File: src/design/dbd_cfg.svh
// Offsets, field positions, reset values and timing counts of the dimming and fault block.
`ifndef DBD_CFG_SVH
`define DBD_CFG_SVH

`define DBD_ADDR_CTRL1 8'h04
`define DBD_ADDR_CTRL3 8'h0c
`define DBD_ADDR_STAT1 8'h14
`define DBD_ADDR_STAT2 8'h18
`define DBD_ADDR_GSB 8'h1c
`define DBD_ADDR_MODE 8'h20

`define DBD_DUTY1_MSB 23
`define DBD_DUTY1_LSB 14
`define DBD_DUTY2_MSB 13
`define DBD_DUTY2_LSB 4
`define DBD_MAP1_MSB 15
`define DBD_MAP1_LSB 14
`define DBD_MAP2_MSB 13
`define DBD_MAP2_LSB 12

`define DBD_S1_SHT2 7
`define DBD_S1_SHT1 6
`define DBD_S1_CHANNEL1_OVERHEAT_FLAG 5
`define DBD_S1_TW12 4
`define DBD_S1_TW11 3
`define DBD_S1_MIN2 2
`define DBD_S1_MIN1 1
`define DBD_S2_CHANNEL2_OVERHEAT_FLAG 23
`define DBD_S2_TW22 22
`define DBD_S2_TW21 21
`define DBD_S2_MAX2 20
`define DBD_S2_MAX1 19
`define DBD_S2_CLKF 0
`define DBD_G_FE2 28
`define DBD_G_FE1 27
`define DBD_G_DE 26
`define DBD_G_GW 25
`define DBD_G_FS 24

`define DBD_CTRL1_RST 32'h0000_0000
`define DBD_CTRL3_RST 32'h0000_c000

`define DBD_CLK_NS 20
`define DBD_DIN_FT_NS 32000
`define DBD_DIN_FT_CYC ((`DBD_DIN_FT_NS + `DBD_CLK_NS - 1) / `DBD_CLK_NS)

`endif

File: src/design/dbd_pkg.sv
// Types shared by the dimming and fault block.
package dbd_pkg;

    typedef enum logic [1:0] {
        DBD_SRC_OFF,
        DBD_SRC_PWM,
        DBD_SRC_ON,
        DBD_SRC_DIN
    } dbd_src_t;

endpackage

File: src/design/dbd_channel_fault.sv
// Fault detection and latching for one buck channel.
`timescale 1ns/100ps
`default_nettype none

module dbd_channel_fault #(
    parameter int FAIL_N = 8,
    parameter int GOOD_N = 16,
    parameter int TMAX_OFF = 64
) (
    input wire logic clk_i,
    input wire logic rstn_i,
    input wire logic active_i,
    input wire logic restart_i,
    input wire logic startup_i,
    input wire logic cycle_end_i,
    input wire logic peak_early_i,
    input wire logic ton_long_i,
    input wire logic ton_at_max_i,
    input wire logic vled_low_i,
    input wire logic tsd_hot_i,
    input wire logic tsd_cool_i,
    input wire logic clr_ovt_i,
    input wire logic clr_min_i,
    input wire logic clr_sht_i,
    input wire logic clr_max_i,
    output logic ovt_o,
    output logic min_o,
    output logic sht_o,
    output logic max_o,
    output logic off_o
);

    logic [7:0] fail_cnt_r;
    logic [7:0] good_cnt_r;
    logic prev_max_r;
    logic [15:0] off_cnt_r;
    logic fail_hit;
    logic max_hit;
    logic restart_ok;

    initial begin
        if (FAIL_N < 1 || FAIL_N > 255 || GOOD_N < 1 || GOOD_N > 255) begin
            $error("dbd_channel_fault: counts out of range");
        end
        if (TMAX_OFF < 1 || TMAX_OFF > 65535) begin
            $error("dbd_channel_fault: off interval out of range");
        end
    end

    // Counting stops in startup; a fail reaching the count validates the fault.
    assign fail_hit = cycle_end_i && peak_early_i && !startup_i
                      && (fail_cnt_r == 8'(FAIL_N - 1));
    assign max_hit = cycle_end_i && ton_at_max_i && prev_max_r;
    assign restart_ok = restart_i && !active_i;

    always_ff @(posedge clk_i or negedge rstn_i) begin
        if (!rstn_i) begin
            fail_cnt_r <= 8'h00;
            good_cnt_r <= 8'h00;
        end else if (cycle_end_i && !startup_i) begin
            if (peak_early_i) begin
                good_cnt_r <= 8'h00;
                fail_cnt_r <= fail_hit ? 8'h00 : fail_cnt_r + 8'h01;
            end else if (ton_long_i) begin
                if (good_cnt_r == 8'(GOOD_N - 1)) begin
                    good_cnt_r <= 8'h00;
                    fail_cnt_r <= 8'h00;
                end else begin
                    good_cnt_r <= good_cnt_r + 8'h01;
                end
            end else begin
                good_cnt_r <= 8'h00;
            end
        end
    end

    always_ff @(posedge clk_i or negedge rstn_i) begin
        if (!rstn_i) begin
            prev_max_r <= 1'b0;
        end else if (cycle_end_i) begin
            prev_max_r <= ton_at_max_i;
        end
    end

    always_ff @(posedge clk_i or negedge rstn_i) begin
        if (!rstn_i) begin
            off_cnt_r <= 16'h0000;
        end else if (max_hit) begin
            off_cnt_r <= 16'(TMAX_OFF);
        end else if (off_cnt_r != 16'h0000) begin
            off_cnt_r <= off_cnt_r - 16'h0001;
        end
    end

    // Each flag: a new event wins over a clear in the same cycle.
    always_ff @(posedge clk_i or negedge rstn_i) begin
        if (!rstn_i) begin
            ovt_o <= 1'b0;
        end else if (tsd_hot_i) begin
            ovt_o <= 1'b1;
        end else if (tsd_cool_i && ((active_i && clr_ovt_i) || restart_ok)) begin
            ovt_o <= 1'b0;
        end
    end

    always_ff @(posedge clk_i or negedge rstn_i) begin
        if (!rstn_i) begin
            min_o <= 1'b0;
            sht_o <= 1'b0;
            max_o <= 1'b0;
        end else begin
            if (fail_hit && !vled_low_i) begin
                min_o <= 1'b1;
            end else if ((active_i && clr_min_i) || restart_ok) begin
                min_o <= 1'b0;
            end
            if (fail_hit && vled_low_i) begin
                sht_o <= 1'b1;
            end else if ((active_i && clr_sht_i) || restart_ok) begin
                sht_o <= 1'b0;
            end
            if (max_hit) begin
                max_o <= 1'b1;
            end else if ((active_i && clr_max_i) || restart_ok) begin
                max_o <= 1'b0;
            end
        end
    end

    // In Active mode max on-time only blanks for the off interval; in Limp Home it latches.
    assign off_o = ovt_o || min_o || sht_o || (off_cnt_r != 16'h0000)
                   || (!active_i && max_o);

endmodule

`default_nettype wire

File: src/design/dbd_dimming_ctrl.sv
// Two-channel dimming source selection, PWM generator, clock fallback and fault control.
`timescale 1ns/100ps
`default_nettype none
`include "dbd_cfg.svh"

module dbd_dimming_ctrl
    import dbd_pkg::*;
#(
    parameter int FAIL_N = 8,
    parameter int GOOD_N = 16,
    parameter int TMAX_OFF = 64,
    parameter int RESTART_CYC = 500000,
    parameter int CLK_TIMEOUT = 1000,
    parameter int FALLBACK_DIV = 50
) (
    input wire logic clk_i,
    input wire logic rstn_i,
    input wire logic psel_i,
    input wire logic penable_i,
    input wire logic pwrite_i,
    input wire logic [7:0] paddr_i,
    input wire logic [31:0] pwdata_i,
    output logic [31:0] prdata_o,
    output logic pready_o,
    output logic pslverr_o,
    input wire logic dim_clk_i,
    input wire logic din_i,
    input wire logic vs_uv_i,
    input wire logic [3:0] tw_i,
    input wire logic [1:0] tsd_hot_i,
    input wire logic [1:0] tsd_cool_i,
    input wire logic [1:0] startup_i,
    input wire logic [1:0] cycle_end_i,
    input wire logic [1:0] peak_early_i,
    input wire logic [1:0] ton_long_i,
    input wire logic [1:0] ton_at_max_i,
    input wire logic [1:0] vled_low_i,
    output logic [1:0] buck_en_o,
    output logic fallback_en_o
);

    localparam logic [10:0] DIN_FT = 11'(`DBD_DIN_FT_CYC);

    initial begin
        if (RESTART_CYC < 2 || CLK_TIMEOUT < 2 || CLK_TIMEOUT > 65535) begin
            $error("dbd_dimming_ctrl: timing parameter out of range");
        end
        if (FALLBACK_DIV < 1 || FALLBACK_DIV > 65535) begin
            $error("dbd_dimming_ctrl: fallback divider out of range");
        end
    end

    // =====================================================================
    // Register bus
    // =====================================================================
    logic [31:0] first_control_word_r;
    logic [31:0] third_control_word_r;
    logic active_r;
    logic [31:0] rdata_nxt;
    logic [31:0] first_status_word;
    logic [31:0] second_status_word;
    logic [31:0] gsb;
    logic setup;
    logic access;
    logic mapped;
    logic [1:0] ovt;
    logic [1:0] minf;
    logic [1:0] sht;
    logic [1:0] maxf;
    logic [1:0] off;
    logic dimming_clock_fail_flag_r;
    logic clr_s1;
    logic clr_s2;

    assign setup = psel_i && !penable_i;
    assign access = psel_i && penable_i;
    assign mapped = (paddr_i == `DBD_ADDR_CTRL1) || (paddr_i == `DBD_ADDR_CTRL3)
                    || (paddr_i == `DBD_ADDR_STAT1) || (paddr_i == `DBD_ADDR_STAT2)
                    || (paddr_i == `DBD_ADDR_GSB) || (paddr_i == `DBD_ADDR_MODE);
    assign pready_o = 1'b1;
    assign pslverr_o = access && !mapped;

    always_comb begin
        first_status_word = 32'h0000_0000;
        first_status_word[`DBD_S1_SHT2] = sht[1];
        first_status_word[`DBD_S1_SHT1] = sht[0];
        first_status_word[`DBD_S1_CHANNEL1_OVERHEAT_FLAG] = ovt[0];
        first_status_word[`DBD_S1_TW12] = tw_i[1];
        first_status_word[`DBD_S1_TW11] = tw_i[0];
        first_status_word[`DBD_S1_MIN2] = minf[1];
        first_status_word[`DBD_S1_MIN1] = minf[0];
        second_status_word = 32'h0000_0000;
        second_status_word[`DBD_S2_CHANNEL2_OVERHEAT_FLAG] = ovt[1];
        second_status_word[`DBD_S2_TW22] = tw_i[3];
        second_status_word[`DBD_S2_TW21] = tw_i[2];
        second_status_word[`DBD_S2_MAX2] = maxf[1];
        second_status_word[`DBD_S2_MAX1] = maxf[0];
        second_status_word[`DBD_S2_CLKF] = dimming_clock_fail_flag_r;
        gsb = 32'h0000_0000;
        gsb[`DBD_G_FE2] = |maxf;
        gsb[`DBD_G_FE1] = vs_uv_i || (|ovt) || (|sht) || (|minf);
        gsb[`DBD_G_DE] = dimming_clock_fail_flag_r;
        gsb[`DBD_G_GW] = |tw_i;
        gsb[`DBD_G_FS] = !active_r;
    end

    always_comb begin
        rdata_nxt = 32'h0000_0000;
        unique case (paddr_i)
            `DBD_ADDR_CTRL1: rdata_nxt = first_control_word_r;
            `DBD_ADDR_CTRL3: rdata_nxt = third_control_word_r;
            `DBD_ADDR_STAT1: rdata_nxt = first_status_word | gsb;
            `DBD_ADDR_STAT2: rdata_nxt = second_status_word | gsb;
            `DBD_ADDR_GSB: rdata_nxt = gsb;
            `DBD_ADDR_MODE: rdata_nxt = {31'h0000_0000, active_r};
            default: rdata_nxt = 32'h0000_0000;
        endcase
    end

    // Read data is captured in setup so the clear acts only on bits the host has seen.
    always_ff @(posedge clk_i or negedge rstn_i) begin
        if (!rstn_i) begin
            prdata_o <= 32'h0000_0000;
        end else if (setup) begin
            prdata_o <= rdata_nxt;
        end
    end

    assign clr_s1 = access && !pwrite_i && (paddr_i == `DBD_ADDR_STAT1);
    assign clr_s2 = access && !pwrite_i && (paddr_i == `DBD_ADDR_STAT2);

    always_ff @(posedge clk_i or negedge rstn_i) begin
        if (!rstn_i) begin
            first_control_word_r <= `DBD_CTRL1_RST;
            third_control_word_r <= `DBD_CTRL3_RST;
            active_r <= 1'b0;
        end else if (access && pwrite_i) begin
            if (paddr_i == `DBD_ADDR_CTRL1) begin
                first_control_word_r <= pwdata_i;
            end
            if (paddr_i == `DBD_ADDR_CTRL3) begin
                third_control_word_r <= pwdata_i;
            end
            if (paddr_i == `DBD_ADDR_MODE) begin
                active_r <= pwdata_i[0];
            end
        end
    end

    // =====================================================================
    // Dimming reference clock and fallback
    // =====================================================================
    logic dim_prev_r;
    logic dim_edge;
    logic [15:0] idle_cnt_r;
    logic clk_lost;
    logic [15:0] fb_cnt_r;
    logic fb_tick;
    logic pwm_tick;
    logic [9:0] pwm_cnt_r;

    assign dim_edge = dim_clk_i && !dim_prev_r;
    assign clk_lost = idle_cnt_r == 16'(CLK_TIMEOUT - 1);

    always_ff @(posedge clk_i or negedge rstn_i) begin
        if (!rstn_i) begin
            dim_prev_r <= 1'b0;
            idle_cnt_r <= 16'h0000;
        end else begin
            dim_prev_r <= dim_clk_i;
            if (dim_edge) begin
                idle_cnt_r <= 16'h0000;
            end else if (!clk_lost) begin
                idle_cnt_r <= idle_cnt_r + 16'h0001;
            end
        end
    end

    // Loss wins over a clear; the clear also needs the reference running again.
    always_ff @(posedge clk_i or negedge rstn_i) begin
        if (!rstn_i) begin
            dimming_clock_fail_flag_r <= 1'b0;
        end else if (clk_lost) begin
            dimming_clock_fail_flag_r <= 1'b1;
        end else if (clr_s2 && prdata_o[`DBD_S2_CLKF]) begin
            dimming_clock_fail_flag_r <= 1'b0;
        end
    end

    assign fallback_en_o = dimming_clock_fail_flag_r;
    assign fb_tick = fb_cnt_r == 16'(FALLBACK_DIV - 1);

    always_ff @(posedge clk_i or negedge rstn_i) begin
        if (!rstn_i) begin
            fb_cnt_r <= 16'h0000;
        end else if (!dimming_clock_fail_flag_r || fb_tick) begin
            fb_cnt_r <= 16'h0000;
        end else begin
            fb_cnt_r <= fb_cnt_r + 16'h0001;
        end
    end

    assign pwm_tick = dimming_clock_fail_flag_r ? fb_tick : dim_edge;

    always_ff @(posedge clk_i or negedge rstn_i) begin
        if (!rstn_i) begin
            pwm_cnt_r <= 10'h000;
        end else if (pwm_tick) begin
            pwm_cnt_r <= pwm_cnt_r + 10'h001;
        end
    end

    // =====================================================================
    // Input pin filter and auto-restart timer
    // =====================================================================
    logic din_f_r;
    logic [10:0] din_cnt_r;
    logic [31:0] rs_cnt_r;
    logic restart;

    // Only rising edges are delayed; a falling edge passes at once.
    always_ff @(posedge clk_i or negedge rstn_i) begin
        if (!rstn_i) begin
            din_cnt_r <= 11'h000;
            din_f_r <= 1'b0;
        end else if (!din_i) begin
            din_cnt_r <= 11'h000;
            din_f_r <= 1'b0;
        end else if (din_cnt_r == DIN_FT - 11'h001) begin
            din_f_r <= 1'b1;
        end else begin
            din_cnt_r <= din_cnt_r + 11'h001;
        end
    end

    assign restart = rs_cnt_r == 32'(RESTART_CYC - 1);

    always_ff @(posedge clk_i or negedge rstn_i) begin
        if (!rstn_i) begin
            rs_cnt_r <= 32'h0000_0000;
        end else if (restart || active_r) begin
            rs_cnt_r <= 32'h0000_0000;
        end else begin
            rs_cnt_r <= rs_cnt_r + 32'h0000_0001;
        end
    end

    // =====================================================================
    // Channels
    // =====================================================================
    logic [1:0][1:0] map;
    logic [1:0][9:0] duty;
    logic [1:0] buck_nxt;
    logic [1:0] clr_ovt;

    assign map[0] = active_r ? third_control_word_r[`DBD_MAP1_MSB:`DBD_MAP1_LSB]
                             : 2'(`DBD_CTRL3_RST >> `DBD_MAP1_LSB);
    assign map[1] = active_r ? third_control_word_r[`DBD_MAP2_MSB:`DBD_MAP2_LSB]
                             : 2'(`DBD_CTRL3_RST >> `DBD_MAP2_LSB);
    assign duty[0] = first_control_word_r[`DBD_DUTY1_MSB:`DBD_DUTY1_LSB];
    assign duty[1] = first_control_word_r[`DBD_DUTY2_MSB:`DBD_DUTY2_LSB];
    assign clr_ovt[0] = clr_s1 && prdata_o[`DBD_S1_CHANNEL1_OVERHEAT_FLAG];
    assign clr_ovt[1] = clr_s2 && prdata_o[`DBD_S2_CHANNEL2_OVERHEAT_FLAG];

    for (genvar c = 0; c < 2; c++) begin : g_ch
        logic src_on;

        dbd_channel_fault #(
            .FAIL_N(FAIL_N),
            .GOOD_N(GOOD_N),
            .TMAX_OFF(TMAX_OFF)
        ) u_fault (
            .clk_i(clk_i),
            .rstn_i(rstn_i),
            .active_i(active_r),
            .restart_i(restart),
            .startup_i(startup_i[c]),
            .cycle_end_i(cycle_end_i[c]),
            .peak_early_i(peak_early_i[c]),
            .ton_long_i(ton_long_i[c]),
            .ton_at_max_i(ton_at_max_i[c]),
            .vled_low_i(vled_low_i[c]),
            .tsd_hot_i(tsd_hot_i[c]),
            .tsd_cool_i(tsd_cool_i[c]),
            .clr_ovt_i(clr_ovt[c]),
            .clr_min_i(clr_s1 && prdata_o[`DBD_S1_MIN1 + c]),
            .clr_sht_i(clr_s1 && prdata_o[`DBD_S1_SHT1 + c]),
            .clr_max_i(clr_s2 && prdata_o[`DBD_S2_MAX1 + c]),
            .ovt_o(ovt[c]),
            .min_o(minf[c]),
            .sht_o(sht[c]),
            .max_o(maxf[c]),
            .off_o(off[c])
        );

        always_comb begin
            unique case (dbd_src_t'(map[c]))
                DBD_SRC_OFF: src_on = 1'b0;
                DBD_SRC_PWM: src_on = pwm_cnt_r < duty[c];
                DBD_SRC_ON: src_on = 1'b1;
                DBD_SRC_DIN: src_on = din_f_r;
            endcase
        end

        assign buck_nxt[c] = src_on && !off[c] && !vs_uv_i;
    end

    always_ff @(posedge clk_i or negedge rstn_i) begin
        if (!rstn_i) begin
            buck_en_o <= 2'b00;
        end else begin
            buck_en_o <= buck_nxt;
        end
    end
endmodule

`default_nettype wire

File: config.mk
export PLATFORM = sky130hd
export DESIGN_NAME = dbd_dimming_ctrl
export DESIGN_NICKNAME = d
export VERILOG_FILES = /design/src/design/dbd_pkg.sv /design/src/design/dbd_channel_fault.sv /design/src/design/dbd_dimming_ctrl.sv
export VERILOG_INCLUDE_DIRS = /design/src /design/src/design
export SDC_FILE = /design/constraint.sdc
export NUM_CORES = 1
export LEC_CHECK = 0
export ABC_AREA = 1
export BUFFER_PORTS_ARGS = -buffer_cell sky130_fd_sc_hd__buf_2
export CORE_MARGIN = 1
export CORE_UTILIZATION = 30
export CTS_BUF_LIST = sky130_fd_sc_hd__clkbuf_8
export CTS_CLUSTER_SIZE = 16
export DETAILED_ROUTE_END_ITERATION = 8
export GPL_ROUTABILITY_DRIVEN = 0
export PLACE_DENSITY = 0.46
export SLEW_MARGIN = 10
export SYNTH_ARGS = -nofsm -noshare
export SYNTH_HDL_FRONTEND = slang
export SYNTH_HIERARCHICAL = 1
export SYNTH_SLANG_ARGS = --single-unit
File: constraint.sdc
create_clock -name clk_i -period 2.35 [get_ports clk_i]
set_clock_uncertainty 0.05 [all_clocks]
set_input_delay 0.1175 -clock clk_i [delete_from_list [all_inputs] [get_ports clk_i]]
set_output_delay 0.1175 -clock clk_i [all_outputs]
set_load 0.02 [all_outputs]
* Word level (Yosys, flattened, before mapping)
Index checks and enable logic that the tools add are counted.
** Word-level totals
- Bits in registers :: 261
- Output and inout port bits :: 37
** Operators by class
- $add $sub $neg :: 11
- Magnitude comparators :: 2
- Equal/unequal tests :: 23
- Muxes and demuxes :: 50
- Bitwise gates (word level) :: 2
- Reductions and logical operators :: 118
** Operators with widths (number)
- $pmux 32 s6 :: 1
- $mux 16 :: 7
- $mux 8 :: 14
- $logic_and 1x1->1 :: 50
- $add 16x1->16 const B :: 2
- $add 32x1->32 const B :: 1
- $add 8x1->8 const B :: 4
- $eq 32x19->1 const B :: 1
- $mux 32 :: 1
- $reduce_bool 16->1 :: 2
- $sub 16x1->16 const B :: 2
- $reduce_bool 2->1 :: 15
- $or 24x29->29 :: 1
- $or 8x29->29 :: 1
- $logic_or 1x1->1 :: 26
- $eq 8x3->1 const B :: 3
- $eq 8x4->1 const B :: 3
- $eq 8x5->1 const B :: 3
- $mux 11 :: 2
- $mux 1 :: 21
- $lt 10x10->1 :: 2
- $eq 16x10->1 const B :: 1
- $eq 16x6->1 const B :: 1
- $logic_not 1->1 :: 13
- other kinds (15) :: 29

* Logic depth before layout (Yosys ltp)
- Depth after elaboration :: 9
- Depth in mapped cells :: 11

* By module
Netlist, hierarchy kept.
** Modules (own cells, without submodules)
- dbd_dimming_ctrl :: instances 1, cells an instance 1340, area an instance 10237.3 µm²
- dbd_channel_fault :: instances 2, cells an instance 294, area an instance 2179.6 µm²

* Worst setup path after synthesis
OpenSTA, ideal clock, no wires.
- Kind :: reg-to-reg
- Start :: register rs_cnt_r[0]
- End :: register g_ch[0].u_fault.ovt_o
- Setup time :: 118 ps
- Arrival :: 1336 ps
- Data required time :: 2182 ps
- Setup slack :: 846 ps
- Stages on the path, launching flop included :: 10
- Path buffers :: 0
- Path through :: dfrtp_1 ha_1 nand2_1 nor2_2 nand4_1 nor2_1 nand2_1 nand2_1 nand2_1 a21o_1
** Between the ends
- Longest elaborated chain between the ends :: 5
** Ends and longest elaborated chain
- start, declared :: RTL line dbd_dimming_ctrl.sv:218 : logic [31:0] rs_cnt_r;
- start signal, assigned :: RTL line dbd_dimming_ctrl.sv:244 : rs_cnt_r <= rs_cnt_r + 32'h0000_0001;
- $eq 32x19->1 :: RTL line dbd_dimming_ctrl.sv:236 : assign restart = rs_cnt_r == 32'(RESTART_CYC - 1);
- named net restart :: RTL line dbd_dimming_ctrl.sv:219 : logic restart;
- $logic_and 1x1->1 :: RTL line dbd_channel_fault.sv:54 : assign restart_ok = restart_i && !active_i;
- $logic_or 1x1->1 :: RTL line dbd_channel_fault.sv:101 : end else if (tsd_cool_i && ((active_i && clr_ovt_i) || restart_ok)) begin
- $logic_and 1x1->1 :: RTL line dbd_channel_fault.sv:101
- $reduce_bool 2->1 (no source line)
- end signal, assigned :: RTL line dbd_channel_fault.sv:98 : ovt_o <= 1'b0;
- end signal, assigned :: RTL line dbd_channel_fault.sv:100 : ovt_o <= 1'b1;
- end signal, assigned :: RTL line dbd_channel_fault.sv:102 : ovt_o <= 1'b0;
- end, declared :: RTL line dbd_channel_fault.sv:26 : output logic ovt_o,
The timed path passes the listed nets, and every way through them passes these cells.
A chain may end at the register's enable or synchronous reset.

* Final worst setup path
- Start :: input port cycle_end_i[0]
- End :: register g_ch[0].u_fault.sht_o
** Between the ends
- Longest elaborated chain between the ends :: 5
- Elaborated cells on any way between the ends :: 6
- Classes of those cells :: 1 x mux; 5 x reduce/logical
** Ends and longest elaborated chain
- start, declared :: RTL line dbd_dimming_ctrl.sv:33 : input wire logic [1:0] cycle_end_i,
- $logic_and 1x1->1 (*) (2 in a row) :: RTL line dbd_channel_fault.sv:51 : assign fail_hit = cycle_end_i && peak_early_i && !startup_i
- $logic_and 1x1->1 (*) :: RTL line dbd_channel_fault.sv:52 : && (fail_cnt_r == 8'(FAIL_N - 1));
- $logic_and 1x1->1 (*) :: RTL line dbd_channel_fault.sv:117 : if (fail_hit && vled_low_i) begin
- $mux 1 / $reduce_bool 2->1 (equally long branches)
- end signal, assigned :: RTL line dbd_channel_fault.sv:109 : sht_o <= 1'b0;
- end signal, assigned :: RTL line dbd_channel_fault.sv:118 : sht_o <= 1'b1;
- end signal, assigned :: RTL line dbd_channel_fault.sv:120 : sht_o <= 1'b0;
- end, declared :: RTL line dbd_channel_fault.sv:28 : output logic sht_o,
Mark *: on every way between the ends. The rest lies on a longest branch, timed or not.

==> results.toml <==
[outcome]
status = "complete, no violations"

[grt]
grt_util_all_layers_pct = 17.5
grt_pass1_wl_mm = 68.9
antenna_found_initial = 1
grt_pass1_vias = 12800
overflow = 0
grt_max_degree = 65

[floorplanning]
chipWidth_um = 223
io_pins = 105
coreArea_um2 = 47800
rows = 80
start_util_pct = 30.5
die_y_um = 223
die_area_um2 = 49500

[critical_path]
critPathLaunchType = "primary input"
ff2ff_path_depth = 9
worstReg2RegEnd = "g_ch[1].u_fault/min_o"
end_kind = "register"
crit_arrival_ns = 2.69
crit_type = "primary input to register"
cp_data_required_time_ns = 2.81
r2r_slack_ns = 0.14
path_max_fanout = 10
r2r-start = "rs_cnt_r[0]"

[yosys]
synth_area_leaders = "dfrtp_1 (44%), nand2_1 (14%), nand3_1 (7.2%)"
syn_area_um2 = 14600
synth-async-reset-ratio_pct = 100
syn-num-nets = 2026
avgSynthCellArea_um2 = 7.57
syn_inst = 1928
ys_types = 50
seq_area_frac_synth_pct = 44.8
postSynthRegisterBits = 261
synth_top_area_share_pct = 44.4
yosys_warnings = 6
synth_flop_cell = "dfrtp_1"
yosysTopAreaCell = "dfrtp_1"
synth_edf_count = 0

[drt]
wl_per_cell_um = 15.1
drt_first_iter_violations = 806
top_layer = "met4"
m1WireLength_mm = 21.1
drcViolationCount = 0
wirelength_mm = 42.2
route.met3.wl_mm = 2.20
first_pass_iters = 5
vias_per_cell = 4.64
dr_total_vias = 13000
antenna_left = 0
wl_met2_mm = 18.0

[final_layout]
drive_above_1_share_pct = 14.6
syn_to_final_growth_pct = 22.0
final_core_util_pct = 37.2
fin_nets = 2250

[clocking]
cts.htree.levels = 2
clock-root-buffer = "clkbuf_8"
post_cts_buffers = 0
clk_latency_ns = 0.63
numCtsBuffers = 50
path_clk_slew_ns = 0.06
cts_sinks = 261
cts_tree = "built"
clockBufferDepth = 3

[power_and_ir_drop]
p_leak_nw = 8.83
power-per-cell-area_nw_per_um2 = 755
vdd_ir_drop_max_mv = 0.349

[sta]
finalHoldViolCount = 0
drv_slew = 0
finalSetupViolCount = 0
fin_crit_sh_pct = 94.8
worst_slack_ns = 0.122
timing.final.crit_period_ns = 2.23
fmax_mhz = 449
rsz0062_at_grt = "true"
relSlewSlack_pct = 61.3
tightest_slew_ns = 0.580

[job]
drv_cap = 0

[min_path]
min-delay-path-class = "primary input to register"
hold_end = "prdata_o[26]"
min_path_cells = 6
hold_path.startpoint = "psel_i"

[placed_design]
dp_slack_ns = 0.286
dp_hpwl_mm = 30.8
io_buffer_count = 103
## synth_stat cells, types with 4 or more instances
cell type,count
a21o_1,4
a21oi_1,26
buf_2,20
buf_4,5
buf_6,12
dfrtp_1,259
ha_1,30
inv_1,222
inv_2,9
nand2_1,532
nand2_2,5
nand3_1,211
nand3_2,9
nand3b_1,5
nand4_1,26
nor2_1,272
nor2_2,18
nor2_4,7
nor3_1,33
nor3_4,4
o21ai_0,52
o21ai_1,32
o21ai_2,36
o21bai_1,5
o22ai_1,4
or2_2,8
xnor2_1,11
xor2_1,35
## worst max-delay path by stage
stage	startpoint	end	slack, ns
final	cycle_end_i[0]	g_ch[0].u_fault/sht_o	0.12
after global routing	rs_cnt_r[0]	g_ch[0].u_fault/sht_o	-0.01
after CTS	rs_cnt_r[0]	g_ch[0].u_fault/sht_o	0.05
after detailed placement	paddr_i[7]	first_control_word_r[24]	0.29
after global placement	paddr_i[7]	first_control_word_r[24]	0.32
after floorplan	rs_cnt_r[0]	g_ch[0].u_fault/ovt_o	0.85
## cell usage in the layout (no fill, tap or decap), types with 6 or more instances in the layout
| cell | count |
|---|---|
| o21ai_1 | 32 |
| dlygate4sd3_1 | 81 |
| xor2_1 | 35 |
| ha_1 | 29 |
| nand3_1 | 211 |
| buf_2 | 102 |
| nand2_1 | 532 |
| buf_12 | 6 |
| nand3_2 | 9 |
| inv_2 | 9 |
| nor3_1 | 32 |
| nand4_1 | 26 |
| nor2_4 | 8 |
| inv_1 | 235 |
| clkbuf_8 | 68 |
| or2_2 | 8 |
| a21oi_1 | 26 |
| dfrtp_1 | 259 |
| o21ai_0 | 52 |
| buf_4 | 19 |
| xnor2_1 | 11 |
| nor2_2 | 19 |
| o21ai_2 | 36 |
| nor2_1 | 270 |
## cells by family (layout without fill, tap and decap cells)
logic type | count (synthesis) | after routing | synth area share, %
AOI/OAI and AO/OA | 170 | 170 | 7.29
DFF | 261 | 261 | 44.8
and+or+nand+nor | 1146 | 1146 | 34.6
adders and majority gates | 30 | 30 | 2.57
other | 1 | 2 | 0.0257
buffers and inverters | 274 | 533 | 8.01
xor gates and xnor gates | 46 | 46 | 2.76
## layout make-up
type,count,area (um2)
timing repair buffer,211,1640
antenna,1,2.50
clock buffer,68,936
inverter,235,890
fill,5046,30000
clock inverter,19,131
multi-input combinational,1393,6910
sequential,261,6530
tap,615,769
## report_power, final
group / internal (mW) / switching (mW)
registers: 5.03 / 0.553
clock network: 2.77 / 2.04
logic: 1.17 / 1.88
## what timing repair did
action                     CTS  global route
hold buffers                83             0
resized for setup            0             5
hold endpoints to repair   449             0
setup endpoints to repair    0             4
## per-layer routing
metal	vias up	GRT usage (%)
met4	0	4.78
li1	6603	-
met2	223	26.3
met3	65	3.90
met1	6113	25.2
met5	-	0
## critical path, stage by stage
cell           delay [ns]
dlygate4sd3_1        0.54
buf_2                0.15
inv_2                0.11
nor2_8               0.05
nand2_4              0.05
dlygate4sd3_1        0.83
inv_2                0.10
nand3_2              0.15
o21ai_2              0.06
dlygate4sd3_1        0.55
## per-stage QoR
| stage | hold WS (ns) | std cells | TNS [ns] | power, mW | instance area [um2] |
|---|---|---|---|---|---|
| 6_report | 0.0716 | 2803 | 0 | 13.4 | 17800 |
| 5_1_grt | 0.0532 | 2803 | -0.0116 | 14.4 | 17800 |
| 4_1_cts | 0.00735 | 2802 | 0 | 13.7 | 17800 |
| 3_5_place_dp | 0.0554 | 2632 | 0 | 8.57 | 15900 |
| 3_3_place_gp | 0.0547 | 2632 | 0 | 8.53 | 15900 |
| 2_1_floorplan | -0.228 | 1928 | 0 | 7.74 | 14600 |
## flip-flops by register name, summed over array words and instances (netlist names), 10 cells and up
signal                   flops
first_control_word_r        32
g_ch.u_fault/off_cnt_r      32
prdata_o                    32
rs_cnt_r                    32
third_control_word_r        32
fb_cnt_r                    16
g_ch.u_fault/fail_cnt_r     16
g_ch.u_fault/good_cnt_r     16
idle_cnt_r                  16
din_cnt_r                   11
pwm_cnt_r                   10
Power figures use the tool's default switching activity.
